--- src/sdm_pkg.sv ---
// Package with register map, configuration layout, states and timing for the door monitor
package sdm_pkg;

  // Register byte addresses
  localparam logic [4:0] SDM_ADDR_CTRL   = 5'h00;
  localparam logic [4:0] SDM_ADDR_DELAY  = 5'h04;
  localparam logic [4:0] SDM_ADDR_DISC   = 5'h08;
  localparam logic [4:0] SDM_ADDR_STATUS = 5'h0c;
  localparam logic [4:0] SDM_ADDR_DIAG   = 5'h10;

  // Reset values
  localparam logic [31:0] SDM_CTRL_RST  = 32'h0000_0000;
  localparam logic [15:0] SDM_DELAY_RST = 16'h0000;
  localparam logic [15:0] SDM_DISC_RST  = 16'h0000;

  // Control field width and status field positions
  localparam int SDM_CFG_W       = 20;
  localparam int SDM_ST_STATE_LO = 0;
  localparam int SDM_ST_IMM      = 8;
  localparam int SDM_ST_DEL      = 9;
  localparam int SDM_ST_ERR      = 10;

  // Diagnostic word bit positions
  localparam int SDM_DG_DISC  = 0;
  localparam int SDM_DG_FB    = 4;
  localparam int SDM_DG_REARM = 8;

  // AXI responses
  localparam logic [1:0] SDM_RESP_OKAY   = 2'h0;
  localparam logic [1:0] SDM_RESP_SLVERR = 2'h2;

  // Millisecond tick at 50 MHz
  localparam int SDM_CLK_PERIOD_NS = 20;
  localparam int SDM_TICK_NS       = 1000000;
  localparam int SDM_TICK_CYCLES   = SDM_TICK_NS / SDM_CLK_PERIOD_NS;

  // Configuration held in the control register, msb first
  typedef struct packed {
    logic [2:0] pairEn;
    logic       funcTest;
    logic       rearm;
    logic [1:0] fbActive;
    logic       manualRestart;
    logic [1:0] bypMake;
    logic [1:0] bypEn;
    logic [3:0] monMake;
    logic [3:0] monActive;
  } sdm_cfg_t;

  // Field pins of the block
  typedef struct packed {
    logic [3:0] monitorInput;
    logic       bypassInputA;
    logic       bypassInputB;
    logic       restartInput;
    logic       feedbackLoopA;
    logic       feedbackLoopB;
    logic       groupErrorAckInput;
  } sdm_pins_t;

  // Reported state codes
  typedef enum logic [7:0] {
    SDM_RUN   = 8'h01,
    SDM_STOP  = 8'h02,
    SDM_SAFE  = 8'h03,
    SDM_ERROR = 8'h04,
    SDM_RESET = 8'h05,
    SDM_START = 8'h06
  } sdm_state_t;

endpackage : sdm_pkg

--- src/sdm_ms_tick.sv ---
// Millisecond tick generator
`timescale 1ns/1ps
module sdm_ms_tick #(
  parameter int TICK_CYCLES = sdm_pkg::SDM_TICK_CYCLES
) (
  // Clock and reset
  input  wire logic mclk,
  input  wire logic rst,
  // Tick
  output logic      tick
);
  import sdm_pkg::*;

  logic [31:0] cnt_q;

  always_ff @(posedge mclk or posedge rst) begin
    if (rst) begin
      cnt_q <= 32'h0;
      tick  <= 1'b0;
    end else if (cnt_q >= 32'(TICK_CYCLES - 1)) begin
      cnt_q <= 32'h0;
      tick  <= 1'b1;
    end else begin
      cnt_q <= cnt_q + 32'h1;
      tick  <= 1'b0;
    end
  end

endmodule : sdm_ms_tick

--- src/sdm_pair_check.sv ---
// Discrepancy timer for one input pair
`timescale 1ns/1ps
module sdm_pair_check (
  // Clock and reset
  input  wire logic        mclk,
  input  wire logic        rst,
  // Control
  input  wire logic        enable,
  input  wire logic        tick,
  input  wire logic [15:0] discMs,
  // Pair
  input  wire logic        chanA,
  input  wire logic        chanB,
  // Result
  output logic             discFault
);
  import sdm_pkg::*;

  logic [15:0] ms_q;

  always_ff @(posedge mclk or posedge rst) begin
    if (rst) begin
      ms_q      <= 16'h0;
      discFault <= 1'b0;
    end else if (!enable || chanA == chanB) begin
      ms_q      <= 16'h0;
      discFault <= 1'b0;
    end else begin
      if (tick && ms_q != 16'hffff) begin
        ms_q <= ms_q + 16'h1;
      end
      discFault <= (ms_q >= discMs);
    end
  end

endmodule : sdm_pair_check

--- src/sdm_door_monitor.sv ---
// Safety door monitor with AXI4-Lite configuration and status
//
// Contract
// - Four monitor inputs, each break or make
// - Immediate output drops at once, delayed later
// - Two bypass inputs suppress monitor evaluation
// - Manual restart needs full low-high-low pulse
// - Restart pulse has no time limit
// - Auto restart ignores restart input entirely
// - Feedback inputs checked on entering start
// - Manual restart: bad feedback gives error
// - Error left only on group acknowledge
// - Auto restart: bad feedback just stays safe
// - Pair discrepancy beyond time gives error
// - Error state: outputs low, error high
// - Rearm option needs pair both zero
// - Function test gates restart edges
// - Bypass pair checked only with nonzero time
// - Outputs safe until active feedback high
// - Eight-bit state code, immediate output low outside run
// - Run enable low forces stop, outputs low
// - Reset state after acknowledged cleared error
// - Sixteen-bit diagnostic word layout
//
// Added by the designer: the register addresses and the AXI4-Lite interface to the registers.
`timescale 1ns/1ps
module sdm_door_monitor #(
  parameter int TICK_CYCLES = sdm_pkg::SDM_TICK_CYCLES
) (
  // Clock and reset
  input  wire logic               mclk,
  input  wire logic               rst,
  // AXI4-Lite write address
  input  wire logic [4:0]         s_axi_awaddr,
  input  wire logic               s_axi_awvalid,
  output logic                    s_axi_awready,
  // AXI4-Lite write data
  input  wire logic [31:0]        s_axi_wdata,
  input  wire logic [3:0]         s_axi_wstrb,
  input  wire logic               s_axi_wvalid,
  output logic                    s_axi_wready,
  // AXI4-Lite write response
  output logic [1:0]              s_axi_bresp,
  output logic                    s_axi_bvalid,
  input  wire logic               s_axi_bready,
  // AXI4-Lite read address
  input  wire logic [4:0]         s_axi_araddr,
  input  wire logic               s_axi_arvalid,
  output logic                    s_axi_arready,
  // AXI4-Lite read data
  output logic [31:0]             s_axi_rdata,
  output logic [1:0]              s_axi_rresp,
  output logic                    s_axi_rvalid,
  input  wire logic               s_axi_rready,
  // Field pins
  input  wire sdm_pkg::sdm_pins_t pins,
  input  wire logic               blockRunEnable,
  // Safety outputs
  output logic                    immediateSafeOutput,
  output logic                    delayedSafeOutput,
  output logic                    errorOutput,
  output logic [7:0]              stateCode,
  output logic [15:0]             diagWord
);
  import sdm_pkg::*;

  // Register file
  logic [31:0] ctrl_q;
  logic [15:0] delayMs_q;
  logic [15:0] discMs_q;
  sdm_cfg_t    cfg;

  // Bus handshake state
  logic        awHeld_q;
  logic        wHeld_q;
  logic [4:0]  awAddr_q;
  logic [31:0] wData_q;
  logic [3:0]  wStrb_q;
  logic        doWrite;
  logic [31:0] delayMerged;
  logic [31:0] discMerged;

  // Block state
  sdm_state_t  state_q;
  sdm_state_t  state_d;
  logic        restartPrev_q;
  logic        delOut_q;
  logic [15:0] delayCnt_q;
  logic [3:0]  seen_q;
  logic [2:0]  discDiag_q;
  logic [2:0]  zeroSeen_q;
  logic [1:0]  fbDiag_q;
  logic        fbFault;

  // Input evaluation
  logic        tick;
  logic [3:0]  monReq;
  logic [1:0]  bypRaw;
  logic [1:0]  bypActive;
  logic        safeReq;
  logic [2:0]  pairFault;
  logic [2:0]  pairEnable;
  logic [2:0]  pairZero;
  logic [2:0]  pairA;
  logic [2:0]  pairB;
  logic        fbOk;
  logic        restartRise;
  logic        restartFall;
  logic        testDone;
  logic        errPending;

  assign cfg = sdm_cfg_t'(ctrl_q[SDM_CFG_W-1:0]);

  // Byte-lane merge used for every writable register
  function automatic logic [31:0] sdm_merge(input logic [31:0] old, input logic [31:0] nw,
                                            input logic [3:0] strb);
    logic [31:0] res;
    res = old;
    for (int i = 0; i < 4; i++) begin
      if (strb[i]) begin
        res[i*8 +: 8] = nw[i*8 +: 8];
      end
    end
    return res;
  endfunction : sdm_merge

  assign delayMerged = sdm_merge({16'h0, delayMs_q}, wData_q, wStrb_q);
  assign discMerged  = sdm_merge({16'h0, discMs_q}, wData_q, wStrb_q);

  // Address decode used by the read path
  function automatic logic sdm_mapped(input logic [4:0] addr);
    return addr == SDM_ADDR_CTRL || addr == SDM_ADDR_DELAY || addr == SDM_ADDR_DISC ||
           addr == SDM_ADDR_STATUS || addr == SDM_ADDR_DIAG;
  endfunction : sdm_mapped

  // Write channel: address and data are taken in either order, response follows both
  assign s_axi_awready = !awHeld_q && !s_axi_bvalid;
  assign s_axi_wready  = !wHeld_q && !s_axi_bvalid;
  assign doWrite       = awHeld_q && wHeld_q && !s_axi_bvalid;

  always_ff @(posedge mclk or posedge rst) begin
    if (rst) begin
      awHeld_q <= 1'b0;
      wHeld_q  <= 1'b0;
      awAddr_q <= 5'h00;
      wData_q  <= 32'h0;
      wStrb_q  <= 4'h0;
    end else begin
      if (s_axi_awvalid && s_axi_awready) begin
        awHeld_q <= 1'b1;
        awAddr_q <= s_axi_awaddr;
      end else if (doWrite) begin
        awHeld_q <= 1'b0;
      end
      if (s_axi_wvalid && s_axi_wready) begin
        wHeld_q <= 1'b1;
        wData_q <= s_axi_wdata;
        wStrb_q <= s_axi_wstrb;
      end else if (doWrite) begin
        wHeld_q <= 1'b0;
      end
    end
  end

  always_ff @(posedge mclk or posedge rst) begin
    if (rst) begin
      s_axi_bvalid <= 1'b0;
      s_axi_bresp  <= SDM_RESP_OKAY;
    end else if (doWrite) begin
      s_axi_bvalid <= 1'b1;
      // Status and diagnostic words are read-only; writes to them are refused
      s_axi_bresp  <= (awAddr_q == SDM_ADDR_CTRL || awAddr_q == SDM_ADDR_DELAY ||
                       awAddr_q == SDM_ADDR_DISC) ? SDM_RESP_OKAY : SDM_RESP_SLVERR;
    end else if (s_axi_bready) begin
      s_axi_bvalid <= 1'b0;
    end
  end

  always_ff @(posedge mclk or posedge rst) begin
    if (rst) begin
      ctrl_q    <= SDM_CTRL_RST;
      delayMs_q <= SDM_DELAY_RST;
      discMs_q  <= SDM_DISC_RST;
    end else if (doWrite) begin
      case (awAddr_q)
        SDM_ADDR_CTRL: begin
          ctrl_q <= sdm_merge(ctrl_q, wData_q, wStrb_q) & {{(32-SDM_CFG_W){1'b0}},
                                                           {SDM_CFG_W{1'b1}}};
        end
        SDM_ADDR_DELAY: begin
          delayMs_q <= delayMerged[15:0];
        end
        SDM_ADDR_DISC: begin
          discMs_q <= discMerged[15:0];
        end
        default: begin
        end
      endcase
    end
  end

  // Read channel: one read in flight, data registered
  assign s_axi_arready = !s_axi_rvalid;

  always_ff @(posedge mclk or posedge rst) begin
    if (rst) begin
      s_axi_rvalid <= 1'b0;
      s_axi_rdata  <= 32'h0;
      s_axi_rresp  <= SDM_RESP_OKAY;
    end else if (s_axi_arvalid && s_axi_arready) begin
      s_axi_rvalid <= 1'b1;
      s_axi_rresp  <= sdm_mapped(s_axi_araddr) ? SDM_RESP_OKAY : SDM_RESP_SLVERR;
      case (s_axi_araddr)
        SDM_ADDR_CTRL:   s_axi_rdata <= ctrl_q;
        SDM_ADDR_DELAY:  s_axi_rdata <= {16'h0, delayMs_q};
        SDM_ADDR_DISC:   s_axi_rdata <= {16'h0, discMs_q};
        SDM_ADDR_STATUS: s_axi_rdata <= {21'h0, errorOutput, delayedSafeOutput,
                                         immediateSafeOutput, stateCode};
        SDM_ADDR_DIAG:   s_axi_rdata <= {16'h0, diagWord};
        default:         s_axi_rdata <= 32'h0;
      endcase
    end else if (s_axi_rready) begin
      s_axi_rvalid <= 1'b0;
    end
  end

  // Input evaluation
  sdm_ms_tick #(
    .TICK_CYCLES (TICK_CYCLES)
  ) u_tick (
    .mclk (mclk),
    .rst  (rst),
    .tick (tick)
  );

  // Break type requests on 0, make type on 1
  assign monReq    = cfg.monActive & ~(pins.monitorInput ^ cfg.monMake);
  // Break type bypasses while 1, make type while 0
  assign bypRaw    = {pins.bypassInputA, pins.bypassInputB};
  assign bypActive = cfg.bypEn & (bypRaw ^ cfg.bypMake);
  assign safeReq   = (|monReq) && !(|bypActive);

  assign pairA      = {pins.bypassInputA, pins.monitorInput[2], pins.monitorInput[0]};
  assign pairB      = {pins.bypassInputB, pins.monitorInput[3], pins.monitorInput[1]};
  // The bypass pair has no meaning without a discrepancy time
  assign pairEnable = cfg.pairEn & {discMs_q != 16'h0, 2'b11};
  assign pairZero   = ~pairA & ~pairB;

  genvar gp;
  generate
    for (gp = 0; gp < 3; gp++) begin : g_pair
      sdm_pair_check u_pair (
        .mclk      (mclk),
        .rst       (rst),
        .enable    (pairEnable[gp]),
        .tick      (tick),
        .discMs    (discMs_q),
        .chanA     (pairA[gp]),
        .chanB     (pairB[gp]),
        .discFault (pairFault[gp])
      );
    end
  endgenerate

  assign fbOk = (!cfg.fbActive[0] || pins.feedbackLoopA) &&
                (!cfg.fbActive[1] || pins.feedbackLoopB);

  // Edges are used only while manual restart is on
  assign restartRise = cfg.manualRestart && pins.restartInput && !restartPrev_q;
  assign restartFall = cfg.manualRestart && !pins.restartInput && restartPrev_q;
  assign testDone    = !cfg.funcTest || &(seen_q | ~cfg.monActive);

  // An error with rearm stays pending until the pair has been low together
  assign errPending = |pairFault ||
                      (cfg.rearm && |(discDiag_q & ~zeroSeen_q));

  // Feedback check when stepping into start
  assign fbFault = (state_q == SDM_SAFE) && (state_d == SDM_START) && !fbOk;

  always_comb begin
    state_d = state_q;
    case (state_q)
      SDM_STOP: begin
        state_d = SDM_SAFE;
      end
      SDM_SAFE: begin
        if (!safeReq) begin
          if (cfg.manualRestart) begin
            // Both edges may be far apart; nothing times the pulse
            if (restartRise && testDone) begin
              state_d = SDM_START;
            end
          end else if (fbOk) begin
            state_d = SDM_RUN;
          end
        end
      end
      SDM_START: begin
        if (safeReq || !fbOk) begin
          state_d = SDM_SAFE;
        end else if (restartFall) begin
          state_d = SDM_RUN;
        end
      end
      SDM_RUN: begin
        if (safeReq || !fbOk) begin
          state_d = SDM_SAFE;
        end
      end
      SDM_ERROR: begin
        if (pins.groupErrorAckInput && !errPending) begin
          state_d = SDM_RESET;
        end
      end
      SDM_RESET: begin
        state_d = SDM_SAFE;
      end
      default: begin
        state_d = SDM_STOP;
      end
    endcase
  end

  // Main state register
  always_ff @(posedge mclk or posedge rst) begin
    if (rst) begin
      state_q <= SDM_STOP;
    end else if (!blockRunEnable) begin
      state_q <= SDM_STOP;
    end else if (|pairFault || fbFault) begin
      state_q <= SDM_ERROR;
    end else begin
      state_q <= state_d;
    end
  end

  always_ff @(posedge mclk or posedge rst) begin
    if (rst) begin
      restartPrev_q <= 1'b0;
    end else begin
      restartPrev_q <= pins.restartInput;
    end
  end

  // Function test memory, cleared while stopped
  always_ff @(posedge mclk or posedge rst) begin
    if (rst) begin
      seen_q <= 4'h0;
    end else if (!blockRunEnable) begin
      seen_q <= 4'h0;
    end else begin
      seen_q <= seen_q | monReq;
    end
  end

  // Diagnostic flags; a new discrepancy fault in the clearing cycle wins
  always_ff @(posedge mclk or posedge rst) begin
    if (rst) begin
      discDiag_q <= 3'h0;
      fbDiag_q   <= 2'h0;
      zeroSeen_q <= 3'h0;
    end else begin
      if (state_q == SDM_RESET || !blockRunEnable) begin
        discDiag_q <= pairFault;
        fbDiag_q   <= 2'h0;
        zeroSeen_q <= 3'h0;
      end else begin
        discDiag_q <= discDiag_q | pairFault;
        if (fbFault) begin
          fbDiag_q <= fbDiag_q | (cfg.fbActive &
                      ~{pins.feedbackLoopB, pins.feedbackLoopA});
        end
        zeroSeen_q <= (zeroSeen_q | (discDiag_q & pairZero)) & ~pairFault;
      end
    end
  end

  // Delayed output keeps running out its time after a request in run
  always_ff @(posedge mclk or posedge rst) begin
    if (rst) begin
      delOut_q   <= 1'b0;
      delayCnt_q <= 16'h0;
    end else if (!blockRunEnable || state_q == SDM_ERROR || |pairFault || fbFault) begin
      delOut_q   <= 1'b0;
      delayCnt_q <= 16'h0;
    end else if (state_d == SDM_RUN && state_q != SDM_RUN) begin
      delOut_q   <= 1'b1;
      delayCnt_q <= 16'h0;
    end else if (state_q == SDM_RUN && state_d == SDM_SAFE) begin
      delOut_q   <= (delayMs_q != 16'h0);
      delayCnt_q <= delayMs_q;
    end else if (state_q != SDM_RUN && delOut_q && tick) begin
      if (delayCnt_q <= 16'h1) begin
        delOut_q   <= 1'b0;
        delayCnt_q <= 16'h0;
      end else begin
        delayCnt_q <= delayCnt_q - 16'h1;
      end
    end
  end

  // Outputs; the immediate output follows the request without waiting a clock
  assign immediateSafeOutput = (state_q == SDM_RUN) && !safeReq && fbOk &&
                               blockRunEnable && !(|pairFault);
  assign delayedSafeOutput   = delOut_q;
  assign errorOutput         = (state_q == SDM_ERROR);
  assign stateCode           = state_q;
  assign diagWord            = {5'h00, cfg.rearm ? discDiag_q : 3'h0, 2'h0, fbDiag_q,
                                1'b0, discDiag_q};

endmodule : sdm_door_monitor

--- config.mk ---
export PLATFORM = sky130hd
export DESIGN_NAME = sdm_door_monitor
export DESIGN_NICKNAME = d
export VERILOG_FILES = /design/src/sdm_pkg.sv /design/src/sdm_ms_tick.sv /design/src/sdm_pair_check.sv /design/src/sdm_door_monitor.sv
export SDC_FILE = /design/constraint.sdc
export NUM_CORES = 1
export LEC_CHECK = 0
export BUFFER_PORTS_ARGS = -buffer_cell sky130_fd_sc_hd__buf_2
export CELL_PAD_IN_SITES_DETAIL_PLACEMENT = 1
export CELL_PAD_IN_SITES_GLOBAL_PLACEMENT = 1
export CORE_ASPECT_RATIO = 1.75
export CORE_MARGIN = 3
export CORE_UTILIZATION = 30
export DETAILED_ROUTE_END_ITERATION = 8
export MAX_ROUTING_LAYER = met4
export PLACE_DENSITY = 0.67
export SETUP_SLACK_MARGIN = 0.5
export SYNTH_ARGS = -nofsm -noshare
export SYNTH_HDL_FRONTEND = slang
export SYNTH_SLANG_ARGS = --single-unit
--- constraint.sdc ---
create_clock -name mclk -period 12.7 [get_ports mclk]
set_input_delay 0 -clock mclk [delete_from_list [all_inputs] [get_ports mclk]]
set_output_delay 0 -clock mclk [all_outputs]
set_load 0.03 [all_outputs]
==> summary.md <==
| Metric | Value |
|---|---|
| Outcome | `finished clean` |
| Total CTS buffers | `24` |
| Biggest area consumer among synthesized cells | `dfrtp_1` |
| Max FO, Critical Path | `17` |
| Primary FF master, synth | `dfrtp_1` |
| CTS Buffer Depth | `3` |
| Vias in the first global route | `9860` |
| Max-cap violations | `0` |
| Clock share of power | `34.2%` |
| Layout cells sized above 1 | `roughly a fifth` |
| Root buffer cell | `clkbuf_16` |
| # IOs | `between 100 and 150` |
| Residual DRC | `0` |
| Die area | `around 42000 sq um` |
| Die Height | `between 200 and 300 um` |
| FF/Latch Area | `~5700 sq um` |
| Max Clk Rate | `approximately 300 MHz` |
| Routed Antenna Nets | `0` |
| Comb pwr share | `19.9%` |
| Initial Util | `about 30%` |
| Total congestion overflow | `0` |
| Final min period | `between 3000 and 4000 ps` |
| # setup viols final | `0` |
| Post-synth EDFFs | `0` |
| Syn avg cell area | `about 10 sq um` |
| Clock Latency Late Sink | `around 570 ps` |
| Int Power | `0.001443 W` |
| Final GP Congestion | `roughly 0.91` |
| First-pass GRT wire length | `~57000 um` |
| Inst Count DP | `between 1500 and 2000` |
| H-Tree Depth | `1` |
| Vias post-DR | `9220` |
| Final hold viol count | `0` |
| Routed WL | `36440 um` |
| Worst endpoint required time | `approximately 13000 ps` |
| Max transition margin | `22.63%` |
| Layout Skew | `31.66 ps` |
| PwrDens | `153.1 nW/um^2` |
| Tot GR Track Use | `between 10% and 20%` |
| Most frequent cells in the layout | `227 x dfrtp_1, 102 x nor2_1, 96 x buf_2` |
| Async S/R FF share, synth | `100.0%` |
| Via/cell ratio | `5.186` |
| Hold path depth | `5` |
| Final period util | `26.36%` |
| CTS clk-pin slew, worst paths | `roughly 60 ps` |
| Most common cell after layout, fill and taps aside | `dfrtp_1` |
| # fillers | `about 4400` |
| Routed length per instance | `20.49 um` |
| ANT cells | `0` |
| Worst Max-Slew Pin Slew | `about 1200 ps` |
| Leak | `roughly 6.3 nW` |
| RSZ-0062 raised after global routing | `no` |
| Net Sw Power | `approximately 0.00069 W` |
| Post-CTS Setup Bufs | `0` |
| Post-CTS sizing | `0` |
| Initial antenna violation count | `0` |
| Hold buffer count at cts | `40` |
| Register area share after synthesis | `between 40% and 50%` |
| CP endpoint kind | `flop` |
| Setup ws final | `slightly above 9000 ps` |
| Nets@finish | `around 1400` |
| Non-filler instance count after layout | `1778` |
| DR iter-0 viols | `about 430` |
| Largest cells by area after synthesis | `dfrtp_1 48%, mux2_2 7.7%, ha_1 6.1%` |
| Slew Viols, Final | `0` |
| Sw Ratio | `~32%` |
| Largest net degree at the start of global routing | `~150` |
| Multi-input gate area | `between 5000 and 6000 sq um` |
| Setup TNS | `0 ps` |
| Yosys top cell area share | `between 40% and 50%` |
| Detailed-placement wirelength estimate | `27790 um` |
| R2r worst-path depth | `7` |
| Yosys reg bits | `roughly 230` |
| Syn Std Cell Area | `between 10000 and 15000 sq um` |
| Post-place setup slack | `approximately 9400 ps` |
| CTS tree | `yes` |
| Worst hold path class | `in2reg` |
| Maximum vdd ir drop | `between 80 and 90 uV` |
| Pre-Repair DR Iteration Count | `5` |
| Library cells used by synthesis | `74` |
| Synth Warn # | `0` |
| Die width | `approximately 160 um` |
| Rows | `95` |
| Part of the power in registers | `between 40% and 50%` |
| Synth Instances | `~1100` |
| Clock Sinks | `around 230` |
| Setup crit start kind | `flop` |
| Final Power | `between 0.002 and 0.0025 W` |
| Port Buffers | `96` |
| Critical Path AT | `about 3800 ps` |
| Hold WS | `around 70 ps` |
| Area delta synth->final | `19.01%` |
| Crit path kind | `reg2reg` |
| Core ar. | `38510 sq um` |
-- worst max-delay path, stage by stage (launching register included) --
cell and delay (ps):
dfrtp_1 440, nor2b_1 160, o41ai_1 700, nand4b_1 290, or2_1 310, nor4_2 400
or3_1 660, o21ba_1 240
-- synth_stat cells (12+ instances only) --
master,number
nor2_1,102
or3_1,20
a21o_1,17
mux2_2,80
nand2_1,80
ha_1,57
nor2b_1,12
nand3_1,30
clkbuf_1,25
nand4_1,16
xor2_1,25
nor4_1,29
nor3_1,24
o21ai_0,67
a21oi_1,47
dfrtp_1,227
buf_4,22
xnor2_1,24
inv_1,49
-- final timing paths --
path	endpoint	slack (ps)	from
max	delayedSafeOutput	9350	ctrl_q[1]
min	zeroSeen_q[2]	70	pins[5]
max reg2reg	delayedSafeOutput	9350	ctrl_q[1]
min reg2reg	s_axi_rdata[2]	470	s_axi_rdata[2]
max in group asynchronous	g_pair[2].u_pair.ms_q[1]	10730	rst
min in group asynchronous	s_axi_bvalid	210	rst
-- logic make-up after synthesis --
| group | Yosys count | share of synthesized area (%) |
|---|---|---|
| AO/OA/AOI/OAI | 212 | 11.85 |
| AND/OR/NAND/NOR | 377 | 16.81 |
| buffers and inverters | 104 | 4.218 |
| other | 1 | 0.03201 |
| flip-flops | 228 | 48.71 |
| adder cells (fa/ha/maj) | 57 | 6.087 |
| XOR/XNOR | 49 | 3.663 |
| multiplexers | 91 | 8.629 |
-- per-stage QoR --
stage	util, %	instance area [sq um]
floorplan	-	11870
CTS	36.21	13940
detailed placement	33.01	12710
global route	36.21	13940
finish	36.21	13940
global placement	33.01	12710
-- metal layers --
| metal | track usage, % | share of wire (%) | wire [um] |
|---|---|---|---|
| met5 | - | 0 | 0 |
| met2 | 34.58 | 57 | 20900 |
| met3 | 1.568 | 2.6 | 939 |
| met1 | 18.04 | 36 | 12980 |
| met4 | 7.862 | 4.5 | 1625 |
-- registers in the layout, indices dropped and copies added, names as in the netlist, 2 cells and up --
name,cells
g_pair.u_pair.discFault,3
u_tick.cnt_q,32
seen_q,4
stateCode,8
wStrb_q,3
delayCnt_q,16
ctrl_q,20
s_axi_rdata,20
discMs_q,16
wData_q,20
fbDiag_q,2
discDiag_q,3
awAddr_q,5
zeroSeen_q,3
delayMs_q,16
g_pair.u_pair.ms_q,48
-- power by group through the flow --
| stage | Sequential (W) | Combinational, W | Clock [W] |
|---|---|---|---|
| 3_5_place_dp | 0.000990 | 0.000420 | 0 |
| 3_3_place_gp | 0.000984 | 0.000404 | 0 |
| 6_report | 0.000978 | 0.000425 | 0.000731 |
| 4_1_cts | 0.000977 | 0.000433 | 0.000751 |
| 2_1_floorplan | 0.000930 | 0.000298 | 0 |
| 5_1_grt | 0.000989 | 0.000469 | 0.000778 |
-- cell type report --
cell class              instances  share of cell area (%)
flip-flops and latches        228                   40.93
multi-input cells             829                   40.69
repair buffers                143                   6.694
clock buffers                  34                   5.151
well taps                     485                   4.352
inverters                      49                   1.373
clock inverters                10                  0.8166
No activity file was read; power rests on OpenSTA's default activity.
